File: config.mk
export PLATFORM = sky130hd
export DESIGN_NAME = wdw_watchdog
export DESIGN_NICKNAME = d
export VERILOG_FILES = /design/src/rtl/wdw_pkg.sv /design/src/rtl/wdw_watchdog.sv /design/src/rtl/wdw_tick.sv /design/src/rtl/wdw_sync2.sv
export SDC_FILE = /design/constraint.sdc
export NUM_CORES = 1
export LEC_CHECK = 0
export ABC_AREA = 0
export BUFFER_PORTS_ARGS = -buffer_cell sky130_fd_sc_hd__buf_2
export CORE_ASPECT_RATIO = 0.8
export CORE_MARGIN = 4
export CORE_UTILIZATION = 34
export CTS_CLUSTER_SIZE = 25
export DETAILED_ROUTE_END_ITERATION = 8
export SLEW_MARGIN = 20
export SYNTH_ARGS = -nofsm -noshare
export SYNTH_HDL_FRONTEND = slang
export SYNTH_SLANG_ARGS = --single-unit
File: constraint.sdc
create_clock -name ref_clk -period 5.7 [get_ports ref_clk]
set_input_delay 1.14 -clock ref_clk [delete_from_list [all_inputs] [get_ports ref_clk]]
set_output_delay 1.14 -clock ref_clk [all_outputs]
set_load 0.05 [all_outputs]
File: src/rtl/wdw_pkg.sv
// Summary of operation
// - timeout codes 0x1..0xb enable watchdog and double from 8 ms; 0xc..0xf set only watchdog_enabled
// - nonzero closed-window code enables window mode, 8 ms to 8.192 s for 0x1..0xb; 0xc..0xf end the closed window at the next tick
// - in window mode the timeout code sets the open-window length
// - control: closed-window field bits 7:4, timeout field bits 3:0, rw
// - lock bit set makes both control fields read-only, writes dropped
// - software may only set lock; clearing only in debug mode
// - nonzero timeout code after boot sets lock automatically
// - a control write accepted while unlocked and inside the unlock window sets crossing-pending flag in status bit 0
// - hardware clears crossing-pending flag once transfer completes
// - lock write accepted only inside the timed unlock window
// - crossing-pending flag is read-only, outside unlock protection
// - status at offset 0x01, resets to 0x00
// - no restart before timeout expiry issues a system reset
// - each restart clears the count and starts a fresh period
// - restart in the closed period resets the system immediately
// - control reset value comes from the boot watchdog fuse
package wdw_pkg;
    localparam logic [7:0] WDW_CTRL_ADDR = 8'h00;
    localparam logic [7:0] WDW_STAT_ADDR = 8'h01;
    localparam int WDW_WIN_LSB = 4;
    localparam int WDW_PER_LSB = 0;
    localparam int WDW_LOCK_BIT = 7;
    localparam int WDW_BUSY_BIT = 0;
    localparam logic [7:0] WDW_STAT_RESET = 8'h00;
    localparam logic [3:0] WDW_CODE_OFF = 4'h0;
    localparam logic [3:0] WDW_CODE_MAX = 4'hb;
    // watchdog tick: about 1 kHz from the system clock
    localparam int WDW_CLK_HZ = 10_000_000;
    localparam int WDW_TICK_HZ = 1_000;
    localparam int WDW_TICK_CYC = WDW_CLK_HZ / WDW_TICK_HZ;
    // ticks of shortest period (code 0x1 = 8 ticks)
    localparam int WDW_BASE_TICKS = 8;
    // crossing delay in watchdog ticks
    localparam int WDW_SYNC_TICKS = 2;
    typedef enum logic [1:0] {
        WDW_OFF = 2'b00,
        WDW_OPEN = 2'b01,
        WDW_CLOSED = 2'b10,
        WDW_ARMWAIT = 2'b11
    } wdw_state_t;
endpackage

File: src/rtl/wdw_watchdog.sv
`timescale 1ns/1ns
module wdw_watchdog
    import wdw_pkg::*;
#(
    parameter int TICK_CYC = wdw_pkg::WDW_TICK_CYC
) (
    // clock and reset
    input wire logic ref_clk,
    input wire logic arst_n,
    // register port
    input wire logic [7:0] reg_addr,
    input wire logic [7:0] reg_wdata,
    input wire logic reg_wr,
    input wire logic reg_rd,
    output logic [7:0] reg_rdata,
    // core and system
    input wire logic [7:0] boot_watchdog_fuse,
    input wire logic boot_done,
    input wire logic timed_unlock_protection,
    input wire logic debug_mode,
    input wire logic watchdog_restart_instr,
    // outputs
    output logic system_reset,
    output logic watchdog_enabled
);
    import wdw_pkg::*;

    function automatic logic [23:0] code_ticks(input logic [3:0] code);
        if (code == WDW_CODE_OFF || code > WDW_CODE_MAX) begin
            code_ticks = 24'h00_0000;
        end else begin
            code_ticks = 24'(WDW_BASE_TICKS) << (code - 4'h1);
        end
    endfunction

    ////////////////////////////////////////////////////////////////////
    // pin synchronisers
    logic boot_done_s;
    logic debug_s;
    logic restart_s;
    wdw_sync2 u_sync_boot (
        .ref_clk(ref_clk),
        .arst_n(arst_n),
        .din(boot_done),
        .dout(boot_done_s)
    );
    wdw_sync2 u_sync_dbg (
        .ref_clk(ref_clk),
        .arst_n(arst_n),
        .din(debug_mode),
        .dout(debug_s)
    );
    wdw_sync2 u_sync_wdr (
        .ref_clk(ref_clk),
        .arst_n(arst_n),
        .din(watchdog_restart_instr),
        .dout(restart_s)
    );

    logic tick;
    wdw_tick #(
        .CYCLES(TICK_CYC)
    ) u_tick (
        .ref_clk(ref_clk),
        .arst_n(arst_n),
        .tick(tick)
    );

    ////////////////////////////////////////////////////////////////////
    // registers
    logic [7:0] watchdog_control;
    logic lock;
    logic clock_crossing_pending;
    logic [7:0] active_ctrl;
    logic [1:0] sync_cnt;
    logic boot_seen;
    logic boot_prev;
    logic wr_ctrl;
    logic wr_stat;
    assign wr_ctrl = reg_wr && reg_addr == WDW_CTRL_ADDR;
    assign wr_stat = reg_wr && reg_addr == WDW_STAT_ADDR;

    // fuse loaded once at boot completion
    always_ff @(posedge ref_clk or negedge arst_n) begin
        if (!arst_n) begin
            boot_prev <= 1'b0;
        end else begin
            boot_prev <= boot_done_s;
        end
    end
    assign boot_seen = boot_done_s && !boot_prev;

    always_ff @(posedge ref_clk or negedge arst_n) begin
        if (!arst_n) begin
            watchdog_control <= 8'h00;
        end else if (boot_seen) begin
            watchdog_control <= boot_watchdog_fuse;
        end else if (wr_ctrl && timed_unlock_protection && !lock) begin
            watchdog_control <= reg_wdata;
        end
    end

    always_ff @(posedge ref_clk or negedge arst_n) begin
        if (!arst_n) begin
            lock <= WDW_STAT_RESET[WDW_LOCK_BIT];
        end else if (boot_seen &&
                     boot_watchdog_fuse[3:0] != WDW_CODE_OFF) begin
            lock <= 1'b1;
        end else if (wr_stat && timed_unlock_protection) begin
            if (reg_wdata[WDW_LOCK_BIT]) begin
                lock <= 1'b1;
            end else if (debug_s) begin
                lock <= 1'b0;
            end
        end
    end

    // crossing: value taken after WDW_SYNC_TICKS watchdog ticks
    always_ff @(posedge ref_clk or negedge arst_n) begin
        if (!arst_n) begin
            clock_crossing_pending <= 1'b0;
            sync_cnt <= 2'h0;
        end else if ((wr_ctrl && timed_unlock_protection && !lock)
                     || boot_seen) begin
            clock_crossing_pending <= 1'b1;
            sync_cnt <= 2'h0;
        end else if (clock_crossing_pending && tick) begin
            if (sync_cnt == 2'(WDW_SYNC_TICKS - 1)) begin
                clock_crossing_pending <= 1'b0;
            end
            sync_cnt <= sync_cnt + 2'h1;
        end
    end

    always_ff @(posedge ref_clk or negedge arst_n) begin
        if (!arst_n) begin
            active_ctrl <= 8'h00;
        end else if (clock_crossing_pending && tick &&
                     sync_cnt == 2'(WDW_SYNC_TICKS - 1)) begin
            active_ctrl <= watchdog_control;
        end
    end

    always_ff @(posedge ref_clk or negedge arst_n) begin
        if (!arst_n) begin
            reg_rdata <= 8'h00;
        end else if (reg_rd) begin
            case (reg_addr)
                WDW_CTRL_ADDR: reg_rdata <= watchdog_control;
                WDW_STAT_ADDR: begin
                    reg_rdata <= 8'h00;
                    reg_rdata[WDW_LOCK_BIT] <= lock;
                    reg_rdata[WDW_BUSY_BIT] <= clock_crossing_pending;
                end
                default: reg_rdata <= 8'h00;
            endcase
        end else begin
            reg_rdata <= 8'h00;
        end
    end

    ////////////////////////////////////////////////////////////////////
    // timeout engine
    wdw_state_t state;
    logic [23:0] count;
    logic restart_prev;
    logic restart_ev;
    logic [3:0] per_code;
    logic [3:0] win_code;
    assign per_code = active_ctrl[WDW_PER_LSB +: 4];
    assign win_code = active_ctrl[WDW_WIN_LSB +: 4];

    always_ff @(posedge ref_clk or negedge arst_n) begin
        if (!arst_n) begin
            restart_prev <= 1'b0;
        end else begin
            restart_prev <= restart_s;
        end
    end
    assign restart_ev = restart_s && !restart_prev;

    always_ff @(posedge ref_clk or negedge arst_n) begin
        if (!arst_n) begin
            state <= WDW_OFF;
            count <= 24'h00_0000;
            system_reset <= 1'b0;
        end else if (code_ticks(per_code) == 24'h00_0000 || debug_s) begin
            state <= WDW_OFF;
            count <= 24'h00_0000;
            system_reset <= 1'b0;
        end else begin
            system_reset <= 1'b0;
            case (state)
                WDW_OFF: begin
                    count <= 24'h00_0000;
                    state <= win_code != WDW_CODE_OFF ? WDW_ARMWAIT
                                                      : WDW_OPEN;
                end
                WDW_ARMWAIT, WDW_OPEN: begin
                    if (restart_ev) begin
                        count <= 24'h00_0000;
                        state <= win_code != WDW_CODE_OFF ? WDW_CLOSED
                                                          : WDW_OPEN;
                    end else if (tick) begin
                        if (count + 24'h00_0001 >= code_ticks(per_code)) begin
                            system_reset <= 1'b1;
                            count <= 24'h00_0000;
                        end else begin
                            count <= count + 24'h00_0001;
                        end
                    end
                end
                WDW_CLOSED: begin
                    if (restart_ev) begin
                        system_reset <= 1'b1;
                        count <= 24'h00_0000;
                    end else if (win_code == WDW_CODE_OFF) begin
                        state <= WDW_OPEN;
                        count <= 24'h00_0000;
                    end else if (tick) begin
                        if (count + 24'h00_0001 >= code_ticks(win_code)) begin
                            state <= WDW_OPEN;
                            count <= 24'h00_0000;
                        end else begin
                            count <= count + 24'h00_0001;
                        end
                    end
                end
                default: state <= WDW_OFF;
            endcase
        end
    end

    always_ff @(posedge ref_clk or negedge arst_n) begin
        if (!arst_n) begin
            watchdog_enabled <= 1'b0;
        end else begin
            watchdog_enabled <= per_code != WDW_CODE_OFF;
        end
    end
endmodule

File: src/rtl/wdw_tick.sv
`timescale 1ns/1ns
module wdw_tick #(
    parameter int CYCLES = 10000
) (
    // clock and reset
    input wire logic ref_clk,
    input wire logic arst_n,
    // enable out
    output logic tick
);
    logic [31:0] cnt;

    initial begin
        if (CYCLES < 1) begin
            $error("tick divider must be at least one cycle");
        end
    end

    always_ff @(posedge ref_clk or negedge arst_n) begin
        if (!arst_n) begin
            cnt <= 32'h0000_0000;
            tick <= 1'b0;
        end else if (cnt == 32'(CYCLES - 1)) begin
            cnt <= 32'h0000_0000;
            tick <= 1'b1;
        end else begin
            cnt <= cnt + 32'h0000_0001;
            tick <= 1'b0;
        end
    end
endmodule

File: src/rtl/wdw_sync2.sv
`timescale 1ns/1ns
module wdw_sync2 (
    // clock and reset
    input wire logic ref_clk,
    input wire logic arst_n,
    // level in and out
    input wire logic din,
    output logic dout
);
    logic meta;

    always_ff @(posedge ref_clk or negedge arst_n) begin
        if (!arst_n) begin
            meta <= 1'b0;
            dout <= 1'b0;
        end else begin
            meta <= din;
            dout <= meta;
        end
    end
endmodule

; Yosys cells after proc, flatten, opt, wreduce, memory -nomap -nowiden
; Cells that the tools add are included.
[op_classes]
addsub = 5
order_cmp = 4
eq_ne = 12
n_shift = 2
muxes = 50
n_reduce_logical = 35
[ops]
columns = operator, n
row1 = 24-bit two-way mux, 19
row2 = 24-bit one-hot mux with 3 select lines, 1
row3 = 24-bit >= comparator, 2
row4 = 4-bit by 4-bit left shift with 24-bit output (first input constant), 2
row5 = 32-bit by 1-bit adder with 32-bit output (second input constant), 1
row6 = 32-bit by 14-bit == test with 1-bit output (second input constant), 1
row7 = 32-bit two-way mux, 1
row8 = 24-bit by 1-bit adder with 24-bit output (second input constant), 1
row9 = 24-bit logical NOT, 1
row10 = 8-bit two-way mux, 3
row11 = 2-bit two-way mux, 10
row12 = 8-bit one-hot mux with 2 select lines, 1
row13 = 1-bit two-way mux, 13
row14 = 4-bit nonzero test, 3
row15 = 1-bit logical AND, 10
row16 = 8-bit by 1-bit == test with 1-bit output (second input constant), 1
row17 = 4-bit greater-than comparator (second input constant), 2
row18 = 4-bit logical NOT, 2
row19 = 8-bit logical NOT, 1
row20 = 4-bit by 3-bit inequality test with 1-bit output (second input constant), 2
row21 = 2-bit nonzero test, 4
row22 = 4-bit by 1-bit subtractor with 4-bit output (second input constant), 2
row23 = 3-bit inequality test (second input constant), 2
row24 = 2-bit one-hot mux with 3 select lines, 1
row25 = other kinds (13), 22
[word_totals]
register_bits = 97
output_inout_bits = 10
word_cells = 128

; Longest topological paths before layout
; Gate-level depths: netlist (run 1).
[depth]
ltp_word = 15
ltp_mapped = 16

; By module
; A second synthesis (run 1) with hierarchy kept.
[hier_totals]
cells_unflattened = 565
area_unflattened_um2 = 5502.8
[modules_own_cells]
columns = module, n_inst, cells_per_inst, area_each_um2, seq_area_each_um2
row1 = wdw_watchdog, 1, 405, 3746.1, 1451.4
row2 = wdw_tick, 1, 154, 1606.5, 825.8
row3 = wdw_sync2, 3, 2, 50.0, 50.0

; Worst setup path after synthesis (run 1)
; Ideal clock, no wire load.
[synth_timing]
kind = reg-to-reg
from = reg count[3]
to = reg count[0]
arrival_time_ps = 3445
slack_ps = 2190
stages_incl_launch_ff = 17
n_path_buf = 2
synth_period_minus_slack_ps = 3510
path_cell_list = dfrtp_1 > buf_2 > nand4_1 > nor2_1 > nand3_1 > inv_1 > and3_1 > xor2_1 > ha_1 > a21o_1 > nand3_1 > a21oi_1 > or4_1 > o32a_1 > buf_2 > nor3_4 > mux2_2
[synth_between]
elab_chain_cells = 8
[synth_rtl]
columns = element, line
row1 = from (decl), wdw_watchdog.sv:165  ; logic [23:0] count;
row2 = from (signal assigned), wdw_watchdog.sv:209  ; count <= count + 24'h00_0001;
row3 = from (signal assigned), wdw_watchdog.sv:225  ; count <= count + 24'h00_0001;
row4 = 24-bit by 1-bit adder with 24-bit output *, "wdw_watchdog.sv:205, wdw_watchdog.sv:221"
row5 = 24-bit >= comparator, wdw_watchdog.sv:221  ; if (count + 24'h00_0001 >= code_ticks(win_code)) begin
row6 = 24-bit two-way mux, wdw_watchdog.sv:221
row7 = 24-bit two-way mux, wdw_watchdog.sv:220  ; end else if (tick) begin
row8 = 24-bit two-way mux, wdw_watchdog.sv:217  ; end else if (win_code == WDW_CODE_OFF) begin
row9 = 24-bit two-way mux, wdw_watchdog.sv:214  ; if (restart_ev) begin
row10 = 24-bit one-hot mux with 3 select lines *, wdw_watchdog.sv:193  ; case (state)
row11 = 24-bit two-way mux *, wdw_watchdog.sv:187  ; end else if (code_ticks(per_code) == 24'h00_0000 || debug_s) begin
; Mark *: on every way between the ends. The rest lies on a longest branch, timed or not. The select of a mux whose other input is x is not followed.
; A chain may end at the register's enable or synchronous reset.

; Worst setup path in the final report (run 1)
[layout_timing]
from = reg count[0]
to = reg count[5]
[layout_between]
elab_chain_cells = 8
[layout_rtl]
columns = element, line
row1 = 24-bit by 1-bit adder with 24-bit output *, n/a
row2 = 24-bit >= comparator, wdw_watchdog.sv:221
row3 = 24-bit two-way mux, wdw_watchdog.sv:221
row4 = 24-bit two-way mux, wdw_watchdog.sv:220
row5 = 24-bit two-way mux, wdw_watchdog.sv:217
row6 = 24-bit two-way mux, wdw_watchdog.sv:214
row7 = 24-bit one-hot mux with 3 select lines *, wdw_watchdog.sv:193
row8 = 24-bit two-way mux *, wdw_watchdog.sv:187
; Marks and branches as above.

==> load_flow_metrics.sql, run 1 <==
INSERT INTO impl_metrics (metric_group, metric, value, unit) VALUES
('outcome', 'status', 'finished, final reports clean', ''),
('sta', 'timing.final.hold_violations', '0', ''),
('sta', 'timing.final.crit_period', '4.284', 'ns'),
('sta', 'final_tns_setup', '0', 'ns'),
('route', 'route.detailed.wl_per_inst', '14.14', 'µm'),
('finish', 'area_delta_synth_final', '13.29', '%'),
('run', 'drv.max_cap_violation_count', '0', ''),
('clocking', 'post_cts.repair.setup_buffers', '0', ''),
('placed_design', 'pre_cts_ws', '1.441', 'ns'),
('grt', 'grt_max_degree', '53', ''),
('finish', 'layout.cells.most_common_list', '97 x sky130_fd_sc_hd__dfrtp_1, 75 x sky130_fd_sc_hd__nand2_1, 40 x sky130_fd_sc_hd__buf_2', ''),
('worst_setup_path', 'worstSetupEndpointType', 'register', ''),
('clocking', 'cts-root-buf', 'sky130_fd_sc_hd__clkbuf_16', ''),
('synth', 'netlist_area', '5459', 'µm²'),
('synth', 'synth_xor_area_share', '7.380', '%'),
('synth', 'ys.warnings.count', '0', ''),
('grt', 'initial_antenna_violation_count', '0', ''),
('synth', 'yosys.cell_types.count', '59', ''),
('sta', 'report.final.setup_viol', '0', ''),
('placed_design', 'placement.io_buffers', '41', ''),
('clocking', 'htreeDepth', '3', ''),
('power', 'pwr_density_cell', '215.8', 'nW/µm²'),
('route', 'drt-total-wl', '11.51', 'mm'),
('sta', 'slew_viol_final', '0', ''),
('worst_setup_path', 'worst-endpoint-required', '5.98', 'ns'),
('finish', 'multi_input_comb_area', '2960', 'µm²'),
('synth', 'synthCells', '550', ''),
('finish', 'antenna-diode-count', '0', ''),
('power', 'power.leakage', '2.865', 'nW'),
('finish', 'post_route_cells_drive_above_1_share', '15.19', '%'),
('finish', 'final_cells', '814', ''),
('sta', 'timing_worst_slew_pin_value', '1.142', 'ns'),
('worst_setup_path', 'path_cells', 'ha_1, nand4_1, nor4_2, nand2_1, xnor2_1, ha_1, nand3_1, a2111o_1, a31oi_1, or4_1, o32a_1, or2_1, o21ai_2', ''),
('finish', 'leading_cell_type_in_the_layout_fill_and_taps_excluded', 'sky130_fd_sc_hd__dfrtp_1', ''),
('route', 'detail_route.first_pass.iterations', '5', ''),
('worst_setup_path', 'criticalPathCategory', 'reg2reg', ''),
('floorplan', 'overall_die_area', '18160', 'µm²'),
('floorplan', 'start_util', '34.66', '%'),
('finish', 'final.fill_count', '1521', ''),
('sta', 'fin_worst_hold_slack', '0.3504', 'ns'),
('synth', 'synth_compound_gate_area_share', '10.04', '%'),
('synth', 'synthSimpleGateAreaFrac', '24.02', '%'),
('worst_setup_path', 'regToRegEndpoint', 'count[5]', ''),
('route', 'drt_drc_violations_left', '0', ''),
('grt', 'total_routing_resource_utilization_after_global_routing', '13.39', '%'),
('synth', 'ys_async_rst_share', '100.0', '%'),
('worst_setup_path', 'critical_path.most_common_cell', 'sky130_fd_sc_hd__ha_1', ''),
('clocking', 'clock_tree.buffer_depth', '2', ''),
('worst_setup_path', 'crit_fanout', '11', ''),
('grt', 'grt_pass1_wl', '19.63', 'mm'),
('worst_setup_path', 'setup.reg_to_reg.worst_slack', '1.42', 'ns'),
('placed_design', 'detailedPlacementHpwl', '8.598', 'mm'),
('placed_design', 'dp.cells', '799', ''),
('clocking', 'cts-hold-fix-buffers', '0', ''),
('sta', 'grt_setup_unrepaired', 'false', ''),
('hold_path', 'hp-start', 'u_sync_wdr.meta', ''),
('clocking', 'cts_num_sinks', '97', ''),
('sta', 'post-route-worst-setup-slack', '1.416', 'ns'),
('route', 'avg_vias_per_cell', '5.155', ''),
('clocking', 'cts.repair.resized', '0', ''),
('worst_setup_path', 'max_stage_delay', '0.59', 'ns'),
('floorplan', 'die_y', '121.3', 'µm'),
('floorplan', 'boundaryPins', '42', ''),
('finish', 'design.final.nets', '663', ''),
('synth', 'synth.ff_latch_count', '97', ''),
('hold_path', 'worst_hold_path_type', 'reg2reg', ''),
('floorplan', 'design.core.area', '15750', 'µm²'),
('worst_setup_path', 'arrival', '4.56', 'ns'),
('sta', 'period_utilisation_layout', '75.17', '%'),
('grt', 'grt-ovfl-total', '0', ''),
('clocking', 'clk_transition_reported_paths', '0.07', 'ns');
## synthesized netlist by cell type (all sizes together) (2+ instances only)
| cell | instances | area [µm²] |
|---|---|---|
| inv | 7 | 26.28 |
| nor3b | 2 | 20.02 |
| mux2 | 9 | 101.4 |
| a31oi | 2 | 12.51 |
| nand2 | 75 | 281.5 |
| nor3 | 11 | 71.32 |
| nor4 | 10 | 81.33 |
| xnor2 | 30 | 262.8 |
| nor4b | 2 | 23.77 |
| o211ai | 3 | 22.52 |
| a211oi | 4 | 30.03 |
| or3 | 5 | 31.28 |
| and3 | 13 | 81.33 |
| or2 | 2 | 12.52 |
| a21o | 9 | 67.56 |
| buf | 7 | 45.04 |
| nor2 | 31 | 116.4 |
| dfrtp | 97 | 2427 |
| nor2b | 12 | 75.07 |
| nand4 | 20 | 140.1 |
| o31ai | 5 | 37.54 |
| xor2 | 16 | 140.1 |
| a22o | 5 | 43.79 |
| ha | 36 | 450.4 |
| mux2i | 10 | 100.1 |
| a21oi | 14 | 70.07 |
| o21ai | 30 | 183.9 |
| nand3 | 36 | 185.2 |
| and2 | 14 | 87.58 |
| nand2b | 3 | 18.77 |
| and4 | 3 | 26.28 |
| or4 | 4 | 33.78 |
| clkbuf | 11 | 42.54 |
## flip-flops by register name, indices dropped and copies added, names as in the netlist, 2 cells and up
register / count
u_tick.cnt: 32
sync_cnt: 2
count: 24
reg_rdata: 8
active_ctrl: 8
state: 2
watchdog_control: 8
## routing by layer
layer	wire (µm)	track usage, %	up-vias
li1	-	-	2047
met1	5471	18.46	2013
met2	5261	20.59	115
met3	623	4.481	21
met4	155	2.800	0
met5	0	0	-
## kinds of logic after synthesis
kind of cell    Yosys count
other cells               1
fa+ha+maj                36
xor+xnor                 46
flops                    97
buf+inv                  25
mux                      19
compound gates           80
simple gates            246
## where the power goes
part	internal [mW]	leakage, nW	switching, mW
Combinational	0.0178	1.43	0.0309
Sequential	0.699	1.30	0.00697
Clock	0.309	0.139	0.271
Total	1.03	2.86	0.309
## final cells by class
cell class | count | area share (%)
Clock buffer | 10 | 3.864
Clock inverter | 5 | 0.6474
Inverter | 7 | 0.4248
Multi-Input combinational cell | 437 | 47.87
Sequential cell | 97 | 39.25
Tap cell | 215 | 4.350
Timing Repair Buffer | 43 | 3.601
## worst max path at each step
stage | from | to | slack [ns] | cells past startpoint
after CTS | count[0] | count[9] | 1.43 | 13
after floorplan | count[3] | count[0] | 2.19 | 16
final | count[0] | count[5] | 1.42 | 13
after global placement | count[0] | count[1] | 1.61 | 13
after global routing | count[0] | count[10] | 1.02 | 13
after detailed placement | count[0] | count[5] | 1.44 | 13
## critical path: cells and delay by family (launching register included)
family / cells / cell delay (ns)
adders and majority gates: 2 / 0.54
and+or+nand+nor: 6 / 2.07
AOI/OAI and AO/OA: 4 / 0.87
xor gates and xnor gates: 1 / 0.30
DFF: 1 / 0.41
## stage by stage
stage	power [mW]	area, µm²
6_report	1.335	6185
3_3_place_gp	0.7670	5902
4_1_cts	1.355	6181
3_5_place_dp	0.7693	5902
2_1_floorplan	0.7366	5493
5_1_grt	1.397	6185
No activity file was read; power rests on OpenSTA's default activity.
==> inputs of run 2 (changes only) <==
clock period = 3.95 ns   (was 5.7 ns; I/O delays follow)
==> load_flow_metrics.sql, run 2 (synthesis results as in run 1) <==
INSERT INTO impl_metrics (metric_group, metric, value, unit) VALUES
('finish', 'largest_registers', 'u_tick.cnt: 32 flops, count: 24 flops', ''),
('placed_design', 'placement.io_buffers', '41', ''),
('finish', 'regMostFlops', 'u_tick.cnt', ''),
('floorplan', 'num_rows', '41', ''),
('grt', 'grt_max_degree', '80', ''),
('sta', 'max_clock_freq', '264.1', 'MHz'),
('finish', 'layout.cells.most_common_list', '94 x sky130_fd_sc_hd__dfrtp_1, 75 x sky130_fd_sc_hd__nand2_1, 40 x sky130_fd_sc_hd__buf_2', ''),
('hold_path', 'worstHoldEndpoint', 'u_sync_wdr.dout', ''),
('clocking', 'cts_num_sinks', '97', ''),
('sta', 'period_utilisation_layout', '95.87', '%'),
('sta', 'timing_worst_slew_pin_value', '1.101', 'ns'),
('grt', 'via_count_of_the_first_global_routing_pass', '4038', ''),
('grt', 'grt_pass1_wl', '20.02', 'mm'),
('finish', 'final_cells', '836', ''),
('finish', 'post-route-util', '40.76', '%'),
('grt', 'total_routing_resource_utilization_after_global_routing', '13.59', '%'),
('clocking', 'cts-root-buf', 'sky130_fd_sc_hd__clkbuf_16', ''),
('clocking', 'tritoncts', 'yes', ''),
('sta', 'maxSlewHeadroom', '26.43', '%'),
('route', 'route.vias.total', '4221', ''),
('sta', 'clock_skew', '0.005390', 'ns'),
('sta', 'timing.final.hold_violations', '0', ''),
('floorplan', 'boundaryPins', '42', ''),
('worst_setup_path', 'regToRegStartpoint', 'count[6]', ''),
('worst_setup_path', 'cpLargestDelayFamily', 'simple AND/OR/NAND/NOR gates', ''),
('clocking', 'cts-buffers-inserted', '9', ''),
('power', 'power.leakage', '3.023', 'nW'),
('worst_setup_path', 'path_buf_inv', '2', ''),
('hold_path', 'worst_hold_path.num_cells', '0', ''),
('clocking', 'clk-insertion-delay-late', '0.34', 'ns'),
('power', 'pwr_density_cell', '305.2', 'nW/µm²'),
('floorplan', 'design.core.area', '15750', 'µm²'),
('floorplan', 'start_util', '34.66', '%'),
('placed_design', 'routabilityCongestion', '0.9394', ''),
('finish', 'number_of_flip_flops_in_the_largest_register', '32', ''),
('route', 'drt_drc_violations_left', '0', ''),
('worst_setup_path', 'path_cells', 'nand4_1, buf_4, or4_4, xnor2_2, ha_1, nand4_1, a2111o_1, a31oi_1, or4_4, o32a_1, buf_4, nor3_4, mux2_2', ''),
('grt', 'grt-ovfl-total', '0', ''),
('floorplan', 'overall_die_area', '18160', 'µm²'),
('hold_path', 'worst_hold_path_type', 'reg2reg', ''),
('finish', 'area_delta_synth_final', '17.60', '%'),
('route', 'drt-total-wl', '11.84', 'mm'),
('worst_setup_path', 'regToRegEndpoint', 'count[0]', ''),
('route', 'route.detailed.wl_per_inst', '14.16', 'µm'),
('placed_design', 'detailedPlacementHpwl', '8.782', 'mm'),
('worst_setup_path', 'worst_setup_path_start_kind', 'register', ''),
('sta', 'timing.final.crit_period', '3.787', 'ns'),
('power', 'vdd_drop_max', '0.1902', 'mV'),
('run', 'drv.max_cap_violation_count', '0', ''),
('worst_setup_path', 'worstRegToRegCells', '13', ''),
('worst_setup_path', 'slowest_stage', 'sky130_fd_sc_hd__or4_4', ''),
('worst_setup_path', 'setup.reg_to_reg.worst_slack', '0.16', 'ns'),
('hold_path', 'hp-start', 'u_sync_wdr.meta', ''),
('worst_setup_path', 'arrival', '4.07', 'ns'),
('sta', 'report.final.setup_viol', '0', ''),
('worst_setup_path', 'crit_fanout', '10', ''),
('finish', 'leading_cell_type_in_the_layout_fill_and_taps_excluded', 'sky130_fd_sc_hd__dfrtp_1', ''),
('floorplan', 'die_width', '149.7', 'µm'),
('worst_setup_path', 'max_stage_delay', '0.54', 'ns'),
('route', 'drt-initial-drc-count', '198', ''),
('worst_setup_path', 'criticalPathCategory', 'reg2reg', ''),
('clocking', 'htreeDepth', '3', ''),
('placed_design', 'dp.cells', '814', ''),
('outcome', 'status', 'finished, final reports clean', ''),
('grt', 'initial_antenna_violation_count', '0', ''),
('route', 'detail_route.first_pass.iterations', '4', ''),
('route', 'avg_vias_per_cell', '5.049', ''),
('sta', 'slew_viol_final', '0', ''),
('finish', 'design.final.nets', '685', ''),
('clocking', 'clock_tree.buffer_depth', '2', ''),
('finish', 'antenna-diode-count', '0', ''),
('floorplan', 'die_y', '121.3', 'µm'),
('worst_setup_path', 'worst-endpoint-required', '4.24', 'ns'),
('worst_setup_path', 'worstSetupEndpointType', 'register', ''),
('route', 'ant_nets', '0', ''),
('clocking', 'clk_transition_reported_paths', '0.07', 'ns'),
('finish', 'post_route_cells_drive_above_1_share', '19.65', '%');
-- run 2: cell types whose count changed in the layout (fill, tap and decap cells not counted), moves of 2 or more --
cell / previous run / this run
sky130_fd_sc_hd__buf_4: 3 / 24
sky130_fd_sc_hd__nor2_2: 0 / 2
sky130_fd_sc_hd__dfrtp_2: 0 / 3
sky130_fd_sc_hd__xor2_1: 16 / 14
sky130_fd_sc_hd__dfrtp_1: 97 / 94
sky130_fd_sc_hd__nor4_4: 0 / 2
sky130_fd_sc_hd__clkinv_4: 2 / 0
sky130_fd_sc_hd__nor4_2: 3 / 1
sky130_fd_sc_hd__xor2_2: 0 / 2
sky130_fd_sc_hd__nor2_1: 31 / 29
-- run 2: worst max-delay path by stage --
stage                   from   endpoint  slack (ns)  depth (start not counted)
floorplan           count[3]   count[0]        0.44                         16
global placement    count[0]  count[12]        0.25                         15
detailed placement  count[0]   count[5]        0.14                         14
CTS                 count[0]   count[5]        0.11                         14
global route        count[6]   count[7]       -0.05                         13
finish              count[6]   count[0]        0.16                         13
-- run 2: per-layer routing --
layer	track usage, %	vias up	wire length, µm
li1	-	2093	-
met1	19.63	2018	5670
met2	20.25	90	5400
met3	3.137	20	560
met4	4.171	0	210
met5	0	-	0
-- run 2: where the power goes --
| part | switching [mW] | internal, mW |
|---|---|---|
| Sequential | 0.0101 | 1.01 |
| Combinational | 0.0433 | 0.0260 |
| Clock | 0.378 | 0.493 |
-- run 2: repair_timing --
item	CTS	global route
buffers inserted	0	7
setup endpoints to repair	0	19
hold endpoints to repair	0	0
resized for setup	0	12
hold buffers	0	0
-- run 2: through the flow --
step / hold slack [ns] / TNS (ns) / area (µm²) / power [mW] / setup slack, ns
floorplan: 0.3312 / 0 / 5493 / 1.063 / 0.4405
global placement: 0.3333 / 0 / 6015 / 1.106 / 0.2490
detailed placement: 0.3396 / 0 / 6015 / 1.109 / 0.1375
CTS: 0.3484 / 0 / 6305 / 1.991 / 0.1134
global route: 0.3462 / -0.2654 / 6420 / 2.048 / -0.05466
finish: 0.3479 / 0 / 6420 / 1.959 / 0.1631
-- run 2: area by class of cell --
class / count / area, µm²
Clock buffer: 10 / 229.0
Clock inverter: 5 / 61.31
Sequential cell: 97 / 2431
Multi-Input combinational cell: 437 / 3012
Fill cell: 1539 / 9329
Inverter: 7 / 26.28
Tap cell: 215 / 269.0
Timing Repair Buffer: 65 / 391.6
